<file path="src/hdl/lcd_pkg.sv">
// constants and types for the multiplexed lcd segment pattern loader
// How it works
// - segment outputs pair up: 0/1 digit 1, 2/3 digit 2, 4/5 digit 3, 6/7 digit 4
// - digit 1 states 0-3 carry D,E,G,F and DP,C,B,A; 4-7 are complements
// - slave address 0x08; control byte 0xF4: 0x00 holds, 0x01 releases
// - bytes after one word address go to ascending successive state locations
// - bytes EB 59 01 97 14 A6 FE 68 show 1234
// - state n pattern byte sits at word address 0xD0 plus n
// - common k belongs to states k and k+4; halves have opposite polarity
// - while held low stay in reset; release restarts segments and commons together
package lcd_pkg;

  // ----------------------------------------------------------------
  // bus map
  // ----------------------------------------------------------------
  localparam logic [6:0] SLAVE_ADDR  = 7'h08;
  localparam logic [7:0] PAT_BASE    = 8'hD0;
  localparam logic [7:0] PAT_LAST    = 8'hD7;
  localparam logic [7:0] CTRL_ADDR   = 8'hF4;
  localparam logic [7:0] CTRL_RESET  = 8'h00;
  localparam int         RUN_BIT     = 0;

  // ----------------------------------------------------------------
  // timing
  // ----------------------------------------------------------------
  localparam int CLK_HZ      = 125000000;
  localparam int OSC_HZ      = 25000;
  localparam int STEP_CYCLES = CLK_HZ / OSC_HZ;

  // transfer phases of a write
  localparam logic [1:0] PH_ADDR = 2'h0;
  localparam logic [1:0] PH_WORD = 2'h1;
  localparam logic [1:0] PH_DATA = 2'h2;

  typedef enum logic [4:0] {
    I2C_IDLE = 5'h01,
    I2C_RECV = 5'h02,
    I2C_ACK  = 5'h04,
    I2C_SEND = 5'h08,
    I2C_MACK = 5'h10
  } i2c_state_t;

  typedef struct packed {
    logic       en;
    logic [2:0] addr;
    logic [7:0] data;
  } ram_wr_t;

  typedef struct packed {
    logic [3:0] comSelect;
    logic       comPolarity;
    logic [7:0] segments;
  } lcd_drive_t;

endpackage

</file>
<file path="src/hdl/pattern_ram.sv">
// eight-byte pattern store, one write port and two registered read ports
`timescale 1ns/1ps
`default_nettype none
module pattern_ram (
  input  wire logic             clk,
  input  wire logic             rst,
  input  wire lcd_pkg::ram_wr_t wr,
  input  wire logic [2:0]       seqAddr,
  output logic      [7:0]       seqData,
  input  wire logic [2:0]       busAddr,
  output logic      [7:0]       busData
);

  logic [7:0] mem_q [0:7];
  logic [7:0] mem_d [0:7];

  // next contents: one byte replaced per write
  always_comb begin
    for (int i = 0; i < 8; i++) begin
      mem_d[i] = mem_q[i];
    end
    if (wr.en) begin
      mem_d[wr.addr] = wr.data;
    end
  end

  // storage and read registers
  always_ff @(posedge clk) begin
    for (int i = 0; i < 8; i++) begin
      mem_q[i] <= rst ? 8'h00 : mem_d[i];
    end
    seqData <= rst ? 8'h00 : mem_q[seqAddr];
    busData <= rst ? 8'h00 : mem_q[busAddr];
  end

endmodule
`default_nettype wire

</file>
<file path="src/hdl/lcd_4mux_segment_pattern_loader.sv">
// i2c-loaded eight-state segment pattern sequencer for a 4-mux lcd
`timescale 1ns/1ps
`default_nettype none
module lcd_4mux_segment_pattern_loader #(
  parameter int STEP_CYCLES = lcd_pkg::STEP_CYCLES
) (
  input  wire logic         clk,
  input  wire logic         rst,
  input  wire logic         sclIn,
  input  wire logic         sdaIn,
  output logic              sdaOut,
  output logic              sdaOe,
  output lcd_pkg::lcd_drive_t drive
);

  // ----------------------------------------------------------------
  // pin synchronisers and bus events
  // ----------------------------------------------------------------
  logic [2:0] sclS_q;
  logic [2:0] sdaS_q;

  // three stages: only stage 1 reads stage 0
  always_ff @(posedge clk) begin
    sclS_q <= rst ? 3'h7 : {sclS_q[1:0], sclIn};
    sdaS_q <= rst ? 3'h7 : {sdaS_q[1:0], sdaIn};
  end

  logic sclRise;
  logic sclFall;
  logic busStart;
  logic busStop;
  logic sdaBit;

  assign sclRise  = sclS_q[1] & ~sclS_q[2];
  assign sclFall  = ~sclS_q[1] & sclS_q[2];
  assign busStart = sclS_q[1] & sclS_q[2] & sdaS_q[2] & ~sdaS_q[1];
  assign busStop  = sclS_q[1] & sclS_q[2] & ~sdaS_q[2] & sdaS_q[1];
  assign sdaBit   = sdaS_q[1];

  // ----------------------------------------------------------------
  // word address decode
  // ----------------------------------------------------------------
  function automatic logic isPattern(input logic [7:0] a);
    return (a >= lcd_pkg::PAT_BASE) && (a <= lcd_pkg::PAT_LAST);
  endfunction

  // ----------------------------------------------------------------
  // i2c slave
  // ----------------------------------------------------------------
  lcd_pkg::i2c_state_t st_q, st_d;
  logic [1:0] phase_q, phase_d;
  logic [3:0] bitCnt_q, bitCnt_d;
  logic [7:0] shift_q, shift_d;
  logic [7:0] ptr_q, ptr_d;
  logic [7:0] ctrl_q, ctrl_d;
  logic       rw_q, rw_d;
  logic       mackOk_q, mackOk_d;
  logic [7:0] busData;
  logic [7:0] readByte;
  logic       byteDone;
  lcd_pkg::ram_wr_t wr;

  // what a read returns at the current pointer
  always_comb begin
    readByte = 8'h00;
    if (isPattern(ptr_q)) begin
      readByte = busData;
    end else if (ptr_q == lcd_pkg::CTRL_ADDR) begin
      readByte = ctrl_q;
    end
  end

  assign byteDone = (st_q == lcd_pkg::I2C_RECV) && sclFall &&
                    (bitCnt_q == 4'h8);

  // next state of the slave
  always_comb begin
    st_d     = st_q;
    phase_d  = phase_q;
    bitCnt_d = bitCnt_q;
    shift_d  = shift_q;
    ptr_d    = ptr_q;
    ctrl_d   = ctrl_q;
    rw_d     = rw_q;
    mackOk_d = mackOk_q;
    wr.en    = 1'b0;
    wr.addr  = ptr_q[2:0];
    wr.data  = shift_q;
    if (busStart) begin
      st_d     = lcd_pkg::I2C_RECV;
      phase_d  = lcd_pkg::PH_ADDR;
      bitCnt_d = 4'h0;
    end else if (busStop) begin
      st_d = lcd_pkg::I2C_IDLE;
    end else begin
      case (st_q)
        lcd_pkg::I2C_IDLE: begin
        end
        lcd_pkg::I2C_RECV: begin
          if (sclRise && bitCnt_q != 4'h8) begin
            shift_d  = {shift_q[6:0], sdaBit};
            bitCnt_d = bitCnt_q + 4'h1;
          end
          if (byteDone) begin
            st_d = lcd_pkg::I2C_ACK;
            case (phase_q)
              lcd_pkg::PH_ADDR: begin
                rw_d    = shift_q[0];
                phase_d = lcd_pkg::PH_WORD;
                if (shift_q[7:1] != lcd_pkg::SLAVE_ADDR) begin
                  st_d = lcd_pkg::I2C_IDLE;
                end
              end
              lcd_pkg::PH_WORD: begin
                ptr_d   = shift_q;
                phase_d = lcd_pkg::PH_DATA;
              end
              default: begin
                wr.en = isPattern(ptr_q);
                if (ptr_q == lcd_pkg::CTRL_ADDR) begin
                  ctrl_d = shift_q;
                end
                ptr_d = ptr_q + 8'h01;
              end
            endcase
          end
        end
        lcd_pkg::I2C_ACK: begin
          if (sclFall) begin
            bitCnt_d = 4'h0;
            if (rw_q) begin
              st_d    = lcd_pkg::I2C_SEND;
              shift_d = readByte;
              ptr_d   = ptr_q + 8'h01;
            end else begin
              st_d = lcd_pkg::I2C_RECV;
            end
          end
        end
        lcd_pkg::I2C_SEND: begin
          if (sclRise) begin
            bitCnt_d = bitCnt_q + 4'h1;
          end
          if (sclFall) begin
            if (bitCnt_q == 4'h8) begin
              st_d = lcd_pkg::I2C_MACK;
            end else begin
              shift_d = {shift_q[6:0], 1'b0};
            end
          end
        end
        lcd_pkg::I2C_MACK: begin
          if (sclRise) begin
            mackOk_d = ~sdaBit;
          end
          if (sclFall) begin
            bitCnt_d = 4'h0;
            if (mackOk_q) begin
              st_d    = lcd_pkg::I2C_SEND;
              shift_d = readByte;
              ptr_d   = ptr_q + 8'h01;
            end else begin
              st_d = lcd_pkg::I2C_IDLE;
            end
          end
        end
        default: st_d = lcd_pkg::I2C_IDLE;
      endcase
    end
  end

  // slave registers
  always_ff @(posedge clk) begin
    if (rst) begin
      st_q     <= lcd_pkg::I2C_IDLE;
      phase_q  <= lcd_pkg::PH_ADDR;
      bitCnt_q <= 4'h0;
      shift_q  <= 8'h00;
      ptr_q    <= 8'h00;
      ctrl_q   <= lcd_pkg::CTRL_RESET;
      rw_q     <= 1'b0;
      mackOk_q <= 1'b0;
    end else begin
      st_q     <= st_d;
      phase_q  <= phase_d;
      bitCnt_q <= bitCnt_d;
      shift_q  <= shift_d;
      ptr_q    <= ptr_d;
      ctrl_q   <= ctrl_d;
      rw_q     <= rw_d;
      mackOk_q <= mackOk_d;
    end
  end

  // open-drain data pin: only ever pulls low
  assign sdaOut = 1'b0;
  assign sdaOe  = (st_q == lcd_pkg::I2C_ACK) ||
                  ((st_q == lcd_pkg::I2C_SEND) && !shift_q[7]);

  // ----------------------------------------------------------------
  // pattern sequencer
  // ----------------------------------------------------------------
  logic        run;
  logic        step;
  logic [12:0] stepCnt_q, stepCnt_d;
  logic [2:0]  seqState_q, seqState_d;
  logic [7:0]  seqData;

  assign run  = ctrl_q[lcd_pkg::RUN_BIT];
  assign step = run && (stepCnt_q == 13'(STEP_CYCLES - 1));

  // one shared tick drives both segment and common timing
  always_comb begin
    stepCnt_d  = stepCnt_q + 13'h0001;
    seqState_d = seqState_q;
    if (!run) begin
      stepCnt_d  = 13'h0000;
      seqState_d = 3'h0;
    end else if (step) begin
      stepCnt_d  = 13'h0000;
      seqState_d = seqState_q + 3'h1;
    end
  end

  always_ff @(posedge clk) begin
    stepCnt_q  <= rst ? 13'h0000 : stepCnt_d;
    seqState_q <= rst ? 3'h0 : seqState_d;
  end

  // read address leads by one so data lines up with the state
  pattern_ram ram (
    .clk     (clk),
    .rst     (rst),
    .wr      (wr),
    .seqAddr (seqState_d),
    .seqData (seqData),
    .busAddr (ptr_q[2:0]),
    .busData (busData)
  );

  // segment pairs per digit follow bit order of the state byte
  always_comb begin
    drive.segments    = run ? seqData : 8'h00;
    drive.comSelect   = run ? (4'h1 << seqState_q[1:0]) : 4'h0;
    drive.comPolarity = run & seqState_q[2];
  end
endmodule
`default_nettype wire

</file>
<file path="config.mk">
export PLATFORM = sky130hd
export DESIGN_NAME = lcd_4mux_segment_pattern_loader
export DESIGN_NICKNAME = d
export VERILOG_FILES = /design/src/hdl/lcd_pkg.sv /design/src/hdl/pattern_ram.sv /design/src/hdl/lcd_4mux_segment_pattern_loader.sv
export SDC_FILE = /design/constraint.sdc
export NUM_CORES = 1
export LEC_CHECK = 0
export ABC_AREA = 1
export BUFFER_PORTS_ARGS = -buffer_cell sky130_fd_sc_hd__buf_2
export CAP_MARGIN = 20
export CORE_UTILIZATION = 30
export DETAILED_ROUTE_END_ITERATION = 6
export GPL_TIMING_DRIVEN = 0
export SYNTH_ARGS = -nofsm -noshare
export SYNTH_HDL_FRONTEND = slang
export SYNTH_SLANG_ARGS = --single-unit
</file>
<file path="constraint.sdc">
create_clock -name clk -period 2.1 [get_ports clk]
set_input_delay 0.42 -clock clk [delete_from_list [all_inputs] [get_ports clk]]
set_output_delay 0.42 -clock clk [all_outputs]
set_load 0.02 [all_outputs]
</file>
* Word level (Yosys, flattened, before mapping)
Memory sizes are Yosys's and may differ from the RTL's. A register that Yosys moved wholly into a read port is not among the register bits. Index checks and enable logic that the tools add are counted.
Storage, ports and cells: register bits 59, memory bits (writable) 64, input bits 4, output and inout port bits 15, memories 1
Memory list:
- ram.mem_q | words 8, bits a word 8, rd ports 10, clocked after Yosys merged registers in 2, wr ports 8, line pattern_ram.sv:14 | logic [7:0] mem_q [0:7];
Operators by class: $add $sub $neg 4, $lt $le $gt $ge 4, eq/ne operators 29, shift-type cells 1, mux-type cells 55, bitwise gates (word level) 18, reductions and logical operators 28
Operators with widths (number):
- $mux W8 | 24
- $bwmux W64 | 1
- $mux W64 | 1
- $pmux W8 S4 | 1
- $mux W5 | 5
- $pmux W5 S5 | 1
- $demux W8 S3 | 1
- $mux W4 | 6
- $ne A4 B4 Y1 const B | 6
- $pmux W8 S3 | 1
- $ne A2 B2 Y1 const B | 10
- $reduce_and A6 Y1 | 3
- $pmux W8 S2 | 1
- $add A13 B1 Y13 const B | 1
- $eq A13 B13 Y1 const B | 1
- $mux W3 | 4
- $pmux W4 S3 | 1
- $reduce_and A10 Y1 | 1
- $reduce_and A5 Y1 | 2
- $not A1 Y1 | 9
- $reduce_and A9 Y1 | 1
- $add A8 B1 Y8 const B | 1
- $and A1 B1 Y1 | 8
- $eq A8 B8 Y1 const B | 1
- 31 further kinds | 48

* Longest topological paths before layout
Gate-level depths: netlist of the first run.
word-level depth 10, gate-level depth with buffers 14

* Cells and area by module
From an unflattened synthesis of the first run, not the netlist that was laid out.
Unflattened totals: cell total of the unflattened synthesis 1166, area, all modules 7571.0 um^2
Modules (own cells, without submodules):
- pattern_ram | times used 1, cells each 608, area an instance 4015.1 um^2
- lcd_4mux_segment_pattern_loader | times used 1, cells each 558, area an instance 3555.9 um^2

* Worst setup path before layout of the first run
OpenSTA, ideal clock, no wires.
kind flip-flop to flip-flop, from register bitCnt_q[0], to memory ram.mem_q[3][6], setup time 0.117 ns, data arrival time 1.959 ns, data required time 1.983 ns, slack 0.023 ns, stages on the path, launching flop included 13, buffers on the path 1, clock period less this slack 2.077 ns, cells stage by stage dfxtp_1 -> inv_1 -> ha_1 -> nand2_2 -> nor2_4 -> inv_2 -> nor3_4 -> inv_2 -> nor3_4 -> nand2_4 -> buf_6 -> o21ai_1 -> a21oi_1
RTL lines:
- start, declared | line lcd_4mux_segment_pattern_loader.sv:52 | logic [3:0] bitCnt_q, bitCnt_d;
- start signal, assigned | line lcd_4mux_segment_pattern_loader.sv:186 | bitCnt_q <= bitCnt_d;
- end, declared | line pattern_ram.sv:14

* Worst setup path after layout of the first run
from register st_q[1], to output sdaOe
On the way: cells in the longest elaborated chain, start to end 3
Ends and longest elaborated chain:
- start, declared | line lcd_4mux_segment_pattern_loader.sv:50 | lcd_pkg::i2c_state_t st_q, st_d;
- start signal, assigned | line lcd_4mux_segment_pattern_loader.sv:175 | st_q <= lcd_pkg::I2C_IDLE;
- start signal, assigned | line lcd_4mux_segment_pattern_loader.sv:184 | st_q <= st_d;
- $eq A5 B4 Y1 | line lcd_4mux_segment_pattern_loader.sv:198 | ((st_q == lcd_pkg::I2C_SEND) && !shift_q[7]);
- $logic_and A1 B1 Y1 | line lcd_4mux_segment_pattern_loader.sv:198
- $logic_or A1 B1 Y1 * | line lcd_4mux_segment_pattern_loader.sv:197 | assign sdaOe = (st_q == lcd_pkg::I2C_ACK) ||
- end, declared | line lcd_4mux_segment_pattern_loader.sv:12 | output logic sdaOe,
Every way passes the cells marked *; elsewhere a longest branch is shown, timed or not.

==> reports/metrics.cfg, run 1 <==
[outcome]
status=completed

[logic_synthesis]
async_flop_share_pct=0
synth-seq-area-share_pct=39.5
syn_area_per_cell_sq_um=6.98
ys.flop_type=dfxtp_1
ys_ff_latch=139
mappedNetlistArea_sq_mm=0.00705
ys_warn_count=0
synth_edf_count=0
synth_fp_nets=1024
ys_types=43
syn-instance-count=1011

[detailed_routing]
post_drt_wl_per_cell_um=16.4
wl_met2_um=10200
antenna_left=0
drc=0
vias=7082
vias_per_cell=5.08
met1_length_um=10400
drt_iter0_drc=773
drt-total-wl_um=22900
highest_layer=met4
wl_met3_um=1580
dr.pass1.iters=5

[setup_path]
path_class=reg2out
reg2reg_depth=7
critPathRequiredTime_ns=1.68
crit_path_end_kind=output port
start_kind=register
crit_arrival_ns=1.65
crit_path_max_fanout=4

[cells_and_area]
fin_area_sq_mm=0.00863
n_antenna_cell=0
drive_above_1_share_pct=16.5
nets=1082
synthToLayoutAreaGrowth_pct=22.4
utilization_pct=37.8
fin_cells=1395
nFillCells=2408

[floorplanning]
core_area_sq_mm=0.0228
initial_core_util_pct=30.9
die_h_um=155
die_w_um=155
num_rows=55
dieArea_sq_mm=0.0241
ios=19

[pwr]
p_total_mw=6.82
peakVddDrop_v=0.000727
leakagePower_nw=3.62
power_per_cell_area_mw_per_mm2=790

[timing]
drv_slew=0
finalCritPeriodShare_pct=98.5
finalCriticalPeriod_ns=2.07
finalHoldViolations=0
maxSlewHeadroom_pct=56.1
worst_slew_pin_slew_ns=0.658
setup_viol=0
setup_ws_ns=0.0310
hold_ws_ns=0.178
setup_tns_ns=0
max_freq_mhz=483
fin_skew_ns=0.00902
rsz0062_at_grt=yes

[grt]
grt_pass1_vias=6492
track_usage_pct=19.4
grt_pass1_wl_um=36100
antenna_found_initial=0
grt_max_degree=17
gr-total-overflow=0

[clock_network]
htreeDepth=4
worstSkewPairLatency_ns=0.43
cts_buffers=17
cts_num_sinks=139
cts_tree=done
cts_root_buf=clkbuf_16
clock_path_buffers=2
clkSlewWorstSetupHoldPaths_ns=0.06
ctsHoldBuffers=0

[place]
gp_congestion=0.945
place_inst=1342
io_buffers=17
place_ws_ns=-0.546
place_area_sq_mm=0.00754
dp_hpwl_um=16000

[min_path]
holdPathStages=2
hp-class=in2reg

[run]
max_cap_violations=0

-- timing repair --
item | in CTS | in global routing
setup buffers | 10 | 10
resized for setup | 45 | 45
pin swaps | 12 | 13
cloned | 2 | 1
endpoints found under the setup margin | 115 | 71
-- power breakdown --
group          internal, mW  switching (mW)  leakage, nW  total (mW)
sequential             2.73          0.0894         1.12        2.82
clock                  1.86            1.22        0.281        3.09
combinational         0.236           0.684         2.22       0.920
total                  4.83            2.00         3.62        6.82
-- state kept, by name, summed over array words and instances (netlist names), 2 cells and up --
register,cells
bitCnt_q,4
ctrl_q,8
phase_q,2
ptr_q,8
ram.busData,8
ram.mem_q,64
ram.seqData,8
sclS_q,3
sdaS_q,3
seqState_q,3
shift_q,8
st_q,5
stepCnt_q,13
-- worst max-delay path: stages, from the launching register on --
cell,delay (ns)
dfxtp_1,0.36
nor2_2,0.16
nand4_1,0.19
buf_4,0.20
o21ai_1,0.11
buf_2,0.20
-- layout by cell type (no fill, tap or decap), types with 8 or more instances in the layout --
| cell type | count |
|---|---|
| ha_1 | 8 |
| buf_2 | 30 |
| xor2_1 | 10 |
| nand3_1 | 60 |
| nand2_1 | 150 |
| nor2_2 | 9 |
| inv_1 | 139 |
| buf_4 | 23 |
| o22ai_1 | 20 |
| buf_6 | 10 |
| clkbuf_16 | 18 |
| o21ai_1 | 11 |
| nor3_1 | 12 |
| o21ai_0 | 91 |
| nand4_1 | 36 |
| nor2_1 | 83 |
| dfxtp_1 | 134 |
| a21oi_1 | 104 |
| nand2_4 | 8 |
| clkbuf_1 | 16 |
-- area by class of cell --
class                           count  area [sq um]  area share, %
Clock inverter                     15           174           2.01
Inverter                          146           553           6.40
Tap cell                          313           392           4.54
Buffer                             51           329           3.81
Timing Repair Buffer               41           318           3.68
Clock buffer                       17           425           4.93
Multi-Input combinational cell    673          3650           42.3
Sequential cell                   139          2790           32.3
-- synth_stat cells (all sizes together) (2+ instances only) --
library cell / n / area share, %
a21oi: 106 / 7.6
a221oi: 7 / 0.87
a22oi: 3 / 0.32
a31oi: 5 / 0.44
buf: 28 / 2.7
clkbuf: 25 / 1.3
clkinv: 2 / 0.11
dfxtp: 139 / 39
ha: 9 / 1.6
inv: 144 / 7.7
nand2: 164 / 9.6
nand3: 66 / 4.7
nand4: 37 / 3.5
nor2: 98 / 5.5
nor3: 22 / 2.0
nor4: 2 / 0.27
o21a: 4 / 0.43
o21ai: 106 / 7.6
o22ai: 20 / 1.8
or2: 6 / 0.53
xor2: 11 / 1.4
-- final timing paths --
check | slack (ns) | startpoint | end
worst max-delay path | 0.03 | st_q[1] | sdaOe
worst min-delay path | 0.18 | sclIn | sclS_q[0]
worst max register to register | 0.05 | ptr_q[1] | ram.mem_q[2][5]
worst min register to register | 0.41 | sdaS_q[0] | sdaS_q[1]
-- cell families (layout without fill, tap and decap cells) --
family	count (synthesis)	in the layout	synth area share [%]
and+or+nand+nor	397	397	26.3
other	1	1	0.0532
AOI/OAI and AO/OA	254	254	19.3
xor gates and xnor gates	12	12	1.49
DFF	139	139	39.5
adders and majority gates	9	9	1.60
buffers and inverters	199	270	11.8
-- layer usage --
metal	vias up	track usage, %
li1	3471	-
met1	3275	26.0
met2	285	30.6
met3	51	3.45
met4	0	8.03
met5	-	0
Power figures use the tool's default switching activity.
==> inputs of run 2 (changes only) <==
--- a/config.mk
+++ b/config.mk
@@ -8,6 +8,7 @@
 export ABC_AREA = 1
 export BUFFER_PORTS_ARGS = -buffer_cell sky130_fd_sc_hd__buf_2
 export CAP_MARGIN = 20
+export CORE_MARGIN = 3
 export CORE_UTILIZATION = 30
 export DETAILED_ROUTE_END_ITERATION = 6
 export GPL_TIMING_DRIVEN = 0
==> constraint.sdc (replaced) <==
create_clock -name clk -period 1.75 [get_ports clk]
set_input_delay 0.35 -clock clk [delete_from_list [all_inputs] [get_ports clk]]
set_output_delay 0.35 -clock clk [all_outputs]
set_load 0.02 [all_outputs]
==> reports/metrics.cfg, run 2 (same netlist as run 1, synthesis figures left out) <==
[timing]
fin_skew_ns=0.0148
hold_ws_ns=0.0935
setup_ws_ns=-0.228
worst_slew_pin_slew_ns=0.797
max_freq_mhz=505
finalCriticalPeriod_ns=1.98
finalHoldViolations=0
maxSlewHeadroom_pct=46.9
finalCritPeriodShare_pct=113
setup_viol=89
drv_slew=0
rsz0062_at_grt=yes

[grt]
grt_pass1_wl_um=37500
grt_max_degree=17
gr-total-overflow=0
grt_pass1_vias=6832
antenna_found_initial=0
track_usage_pct=18.7

[setup_path]
reg2reg_depth=14
crit_arrival_ns=2.31
start_kind=register
crit_path_max_fanout=5
crit_path_end_kind=register
critPathRequiredTime_ns=2.08
path_class=reg2reg

[outcome]
status=complete, but fails checks
violations=design-rule violations, negative setup slack

[floorplanning]
ios=19
dieArea_sq_mm=0.0254
core_area_sq_mm=0.0228
initial_core_util_pct=30.9
die_h_um=159
die_w_um=159
num_rows=55

[detailed_routing]
drc=2
antenna_left=0
vias=7652
post_drt_wl_per_cell_um=17.7
dr.pass1.iters=7
vias_per_cell=5.30
drt_iter0_drc=847
drt-total-wl_um=25500

[place]
gp_congestion=0.961
dp_hpwl_um=15900
io_buffers=17

[cells_and_area]
nets=1131
regMostFlops=ram.mem_q
largest_reg_flops=64
utilization_pct=44.4
mostFrequentLayoutCells=inv_1, dfxtp_1, nand2_1
drive_above_1_share_pct=35.5
n_antenna_cell=0
regArea_sq_mm=0.00282
largestRegisters=ram.mem_q: 64 flops, stepCnt_q: 13 flops
nFillCells=2197
synthToLayoutAreaGrowth_pct=44.0
multi_input_area_sq_mm=0.00442
final_common_cell=inv_1

[clock_network]
clock_path_buffers=2
cts_root_buf=clkbuf_16
clkSlewWorstSetupHoldPaths_ns=0.06
cts_num_sinks=139
cts_tree=done
cts_buffers=17
worstSkewPairLatency_ns=0.44
htreeDepth=4

[min_path]
hp-class=in2reg
holdPathStages=2

[pwr]
leakagePower_nw=4.04
peakVddDrop_v=0.000691
power_per_cell_area_mw_per_mm2=884
p_total_mw=8.97

[run]
max_cap_violations=0

==> run 2: cell types whose count changed in the layout (fill, tap and decap cells not counted), sizes merged <==
cell      change
nor2          +1
bufinv        +1
clkbuf        +1
inv           +2
clkinvlp      -3
buf          +47
==> run 2: worst paths after layout <==
kind / end / slack, ns / start
min: sdaS_q[0] / 0.09 / sdaIn
max reg2reg: ram.seqData[2] / -0.23 / stepCnt_q[0]
min reg2reg: sclS_q[1] / 0.41 / sclS_q[0]
max: ram.seqData[2] / -0.23 / stepCnt_q[0]
==> run 2: timing repair <==
action / 4_1_cts / 5_1_grt
pin swaps: 57 / 54
endpoints found under the setup margin: 127 / 127
hold buffers: 0 / 0
gates cloned: 6 / 7
endpoints found under the hold margin: 0 / 0
setup buffers: 35 / 25
gates resized for setup: 168 / 197
==> run 2: report_power, final <==
group	switching [mW]	leakage, nW	internal [mW]
clock	1.55	0.311	2.42
combinational	1.03	2.59	0.554
sequential	0.132	1.13	3.29
total	2.72	4.04	6.26
==> run 2: cell type report <==
| class | instances | area share, % |
|---|---|---|
| Inverter | 146 | 5.61 |
| Buffer | 51 | 4.02 |
| Multi-Input combinational cell | 674 | 43.6 |
| Clock buffer | 17 | 4.19 |
| Tap cell | 313 | 3.86 |
| Sequential cell | 139 | 27.8 |
| Timing Repair Buffer | 89 | 8.89 |
| Clock inverter | 15 | 2.11 |
==> run 2: critical path: stages, from the launching register on <==
cell and delay, ns:
dfxtp_2 0.36, ha_4 0.15, nand2_4 0.06, inv_2 0.06, nand2_2 0.06, nor2_4 0.16, nand2_2 0.07, nand2_2 0.09
nand2_2 0.07, nor2_4 0.23, buf_6 0.15, buf_6 0.12, nor2_1 0.06, nor2_2 0.17, nor2_4 0.06
==> run 2: per-layer routing <==
metal	GRT usage, %	routed length [um]	vias up
met5	0	0	-
met4	9.15	1300	0
met3	4.29	2330	88
met2	28.3	11200	389
met1	25.0	10600	3604
li1	-	-	3571
==> run 2: stage by stage <==
stage	setup slack, ns	std cells	TNS [ns]	instance area [sq um]
global route	-0.309	1444	-21.04	10200
global placement	-0.792	1341	-71.86	7640
floorplan	-0.315	1011	-16.04	7160
detailed placement	-0.786	1343	-68.71	7650
CTS	-0.203	1415	-10.22	9230
finish	-0.228	1444	-13.00	10200
==> inputs of run 3 (changes only) <==
--- a/config.mk
+++ b/config.mk
@@ -5,7 +5,6 @@
 export SDC_FILE = /design/constraint.sdc
 export NUM_CORES = 1
 export LEC_CHECK = 0
-export ABC_AREA = 1
 export BUFFER_PORTS_ARGS = -buffer_cell sky130_fd_sc_hd__buf_2
 export CAP_MARGIN = 20
 export CORE_MARGIN = 3
==> reports/metrics.cfg, run 3 <==
[cells_and_area]
largestRegisters=ram.mem_q: 64 flops, stepCnt_q: 13 flops
largest_reg_flops=64
drive_above_1_share_pct=35.8
regMostFlops=ram.mem_q
nets=933
n_antenna_cell=0
synthToLayoutAreaGrowth_pct=36.7
fin_area_sq_mm=0.00981
final_common_cell=nor2_1
utilization_pct=42.6
mostFrequentLayoutCells=nor2_1, dfxtp_1, mux2i_1
fin_cells=1246

[pwr]
leakagePower_nw=3.49
peakVddDrop_v=0.000559
power_per_cell_area_mw_per_mm2=826
p_total_mw=8.11

[logic_synthesis]
mappedNetlistArea_sq_mm=0.00718
async_flop_share_pct=0
syn-instance-count=830
syn_area_per_cell_sq_um=8.65
synthTopCellsByArea=dfxtp_1, mux2i_1, nor2_1
ys_warn_count=0
synth_top_area_share_pct=38.8
ys_ff_latch=139
synth_fp_nets=843
synth_top_area_cell=dfxtp_1
synth_edf_count=0
synth-seq-area-share_pct=38.8
synthTopCellsByCount=dfxtp_1, nor2_1, mux2i_1
yosysMostFrequentCell=dfxtp_1
ys.flop_type=dfxtp_1
ys_types=74

[clock_network]
cts_root_buf=clkbuf_16
ctsHoldBuffers=0
htreeDepth=4
worstSkewPairLatency_ns=0.43
cts_num_sinks=139
cts_tree=done
clock_path_buffers=2
clkSlewWorstSetupHoldPaths_ns=0.06
cts_buffers=17

[setup_path]
slowest_stage=or4b_4
crit_path_max_fanout=6
path_delay_family=simple AND/OR/NAND/NOR gates
critPathRequiredTime_ns=2.06
path_cells=or4b_4 > nor4_4 > mux2_4 > clkbuf_16 > a21oi_2 > a22oi_2 > a32o_2
crit_buf_inv=1
path_class=reg2reg
start_kind=register
crit_path_end_kind=register
slowest_delay_ns=0.56
crit_arrival_ns=2.83

[grt]
track_usage_pct=18.0
grt_pass1_vias=6258
antenna_found_initial=0
gr-total-overflow=0
grt_pass1_wl_um=36600
grt_max_degree=17

[timing]
finalCritPeriodShare_pct=144
hold_ws_ns=0.109
setup_ws_ns=-0.767
setup_tns_ns=-37.05
worst_slew_pin_slew_ns=0.783
drv_slew=0
maxSlewHeadroom_pct=47.8
setup_viol=121
finalCriticalPeriod_ns=2.52
max_freq_mhz=397
finalHoldViolations=0
fin_skew_ns=0.00954
rsz0062_at_grt=yes

[floorplanning]
die_w_um=161
core_area_sq_mm=0.0231
num_rows=55
die_h_um=161
initial_core_util_pct=31.1
dieArea_sq_mm=0.0258
ios=19

[detailed_routing]
drt-total-wl_um=23800
drc=0
post_drt_wl_per_cell_um=19.1
dr.pass1.iters=5
drt_iter0_drc=587
vias=6625
vias_per_cell=5.32
antenna_left=0

[run]
max_cap_violations=0

[place]
io_buffers=16
dp_hpwl_um=15600
place_inst=1159
gp_congestion=0.946
place_ws_ns=-1.14
place_area_sq_mm=0.00795

[outcome]
status=complete, but fails checks
violations=negative setup slack

[min_path]
hp-class=in2reg

## run 3: changes by cell type after synthesis, moves of 31 or more
cell and delta:
nor2_1 +31, nand3_1 -49, nand2_1 -79, o21ai_0 -58, inv_1 -129, mux2i_1 +88, a21oi_1 -45
## run 3: where the power goes
part           switching (mW)  internal (mW)  leakage [nW]
registers               0.157           3.23          1.13
logic                   0.574          0.515          2.08
clock network            1.49           2.14         0.280
## run 3: kinds of logic after synthesis
kind of cell	count (synthesis)	synth area share (%)
AOI/OAI and AO/OA	174	16.3
xor gates and xnor gates	14	1.71
adders and majority gates	9	1.57
buffers and inverters	75	5.68
DFF	139	38.8
muxes	98	14.5
other	1	0.0523
and+or+nand+nor	320	21.4
## run 3: final timing paths
kind / startpoint / to / slack [ns] / depth (start not counted)
min reg2reg: sclS_q[0] / sclS_q[1] / 0.42 / 1
min: sclIn / sclS_q[0] / 0.11 / 2
max: stepCnt_q[11] / ram.seqData[2] / -0.77 / 7
max reg2reg: stepCnt_q[11] / ram.seqData[2] / -0.77 / 7
## run 3: metal layers
layer,share of wire (%),up-vias,global-route usage (%),routed length (um)
li1,-,3108,-,-
met1,46,3235,24.7,10900
met2,46,230,28.5,10900
met3,5.4,52,3.12,1290
met4,3.1,0,6.39,740
met5,0,-,0,0
## run 3: cell type report
| cell class | instances | area [sq um] |
|---|---|---|
| fillers | 2200 | 13200 |
| multi-input cells | 617 | 4780 |
| flip-flops and latches | 139 | 2830 |
| repair buffers | 83 | 741 |
| clock buffers | 19 | 443 |
| plain buffers | 49 | 428 |
| well taps | 313 | 392 |
| clock inverters | 13 | 145 |
| inverters | 13 | 53.8 |
## run 3: what timing repair did
action,CTS,global route
pin swaps,45,41
gates resized for setup,154,83
setup endpoints to repair,141,138
gates cloned,4,0
buffers inserted,43,22
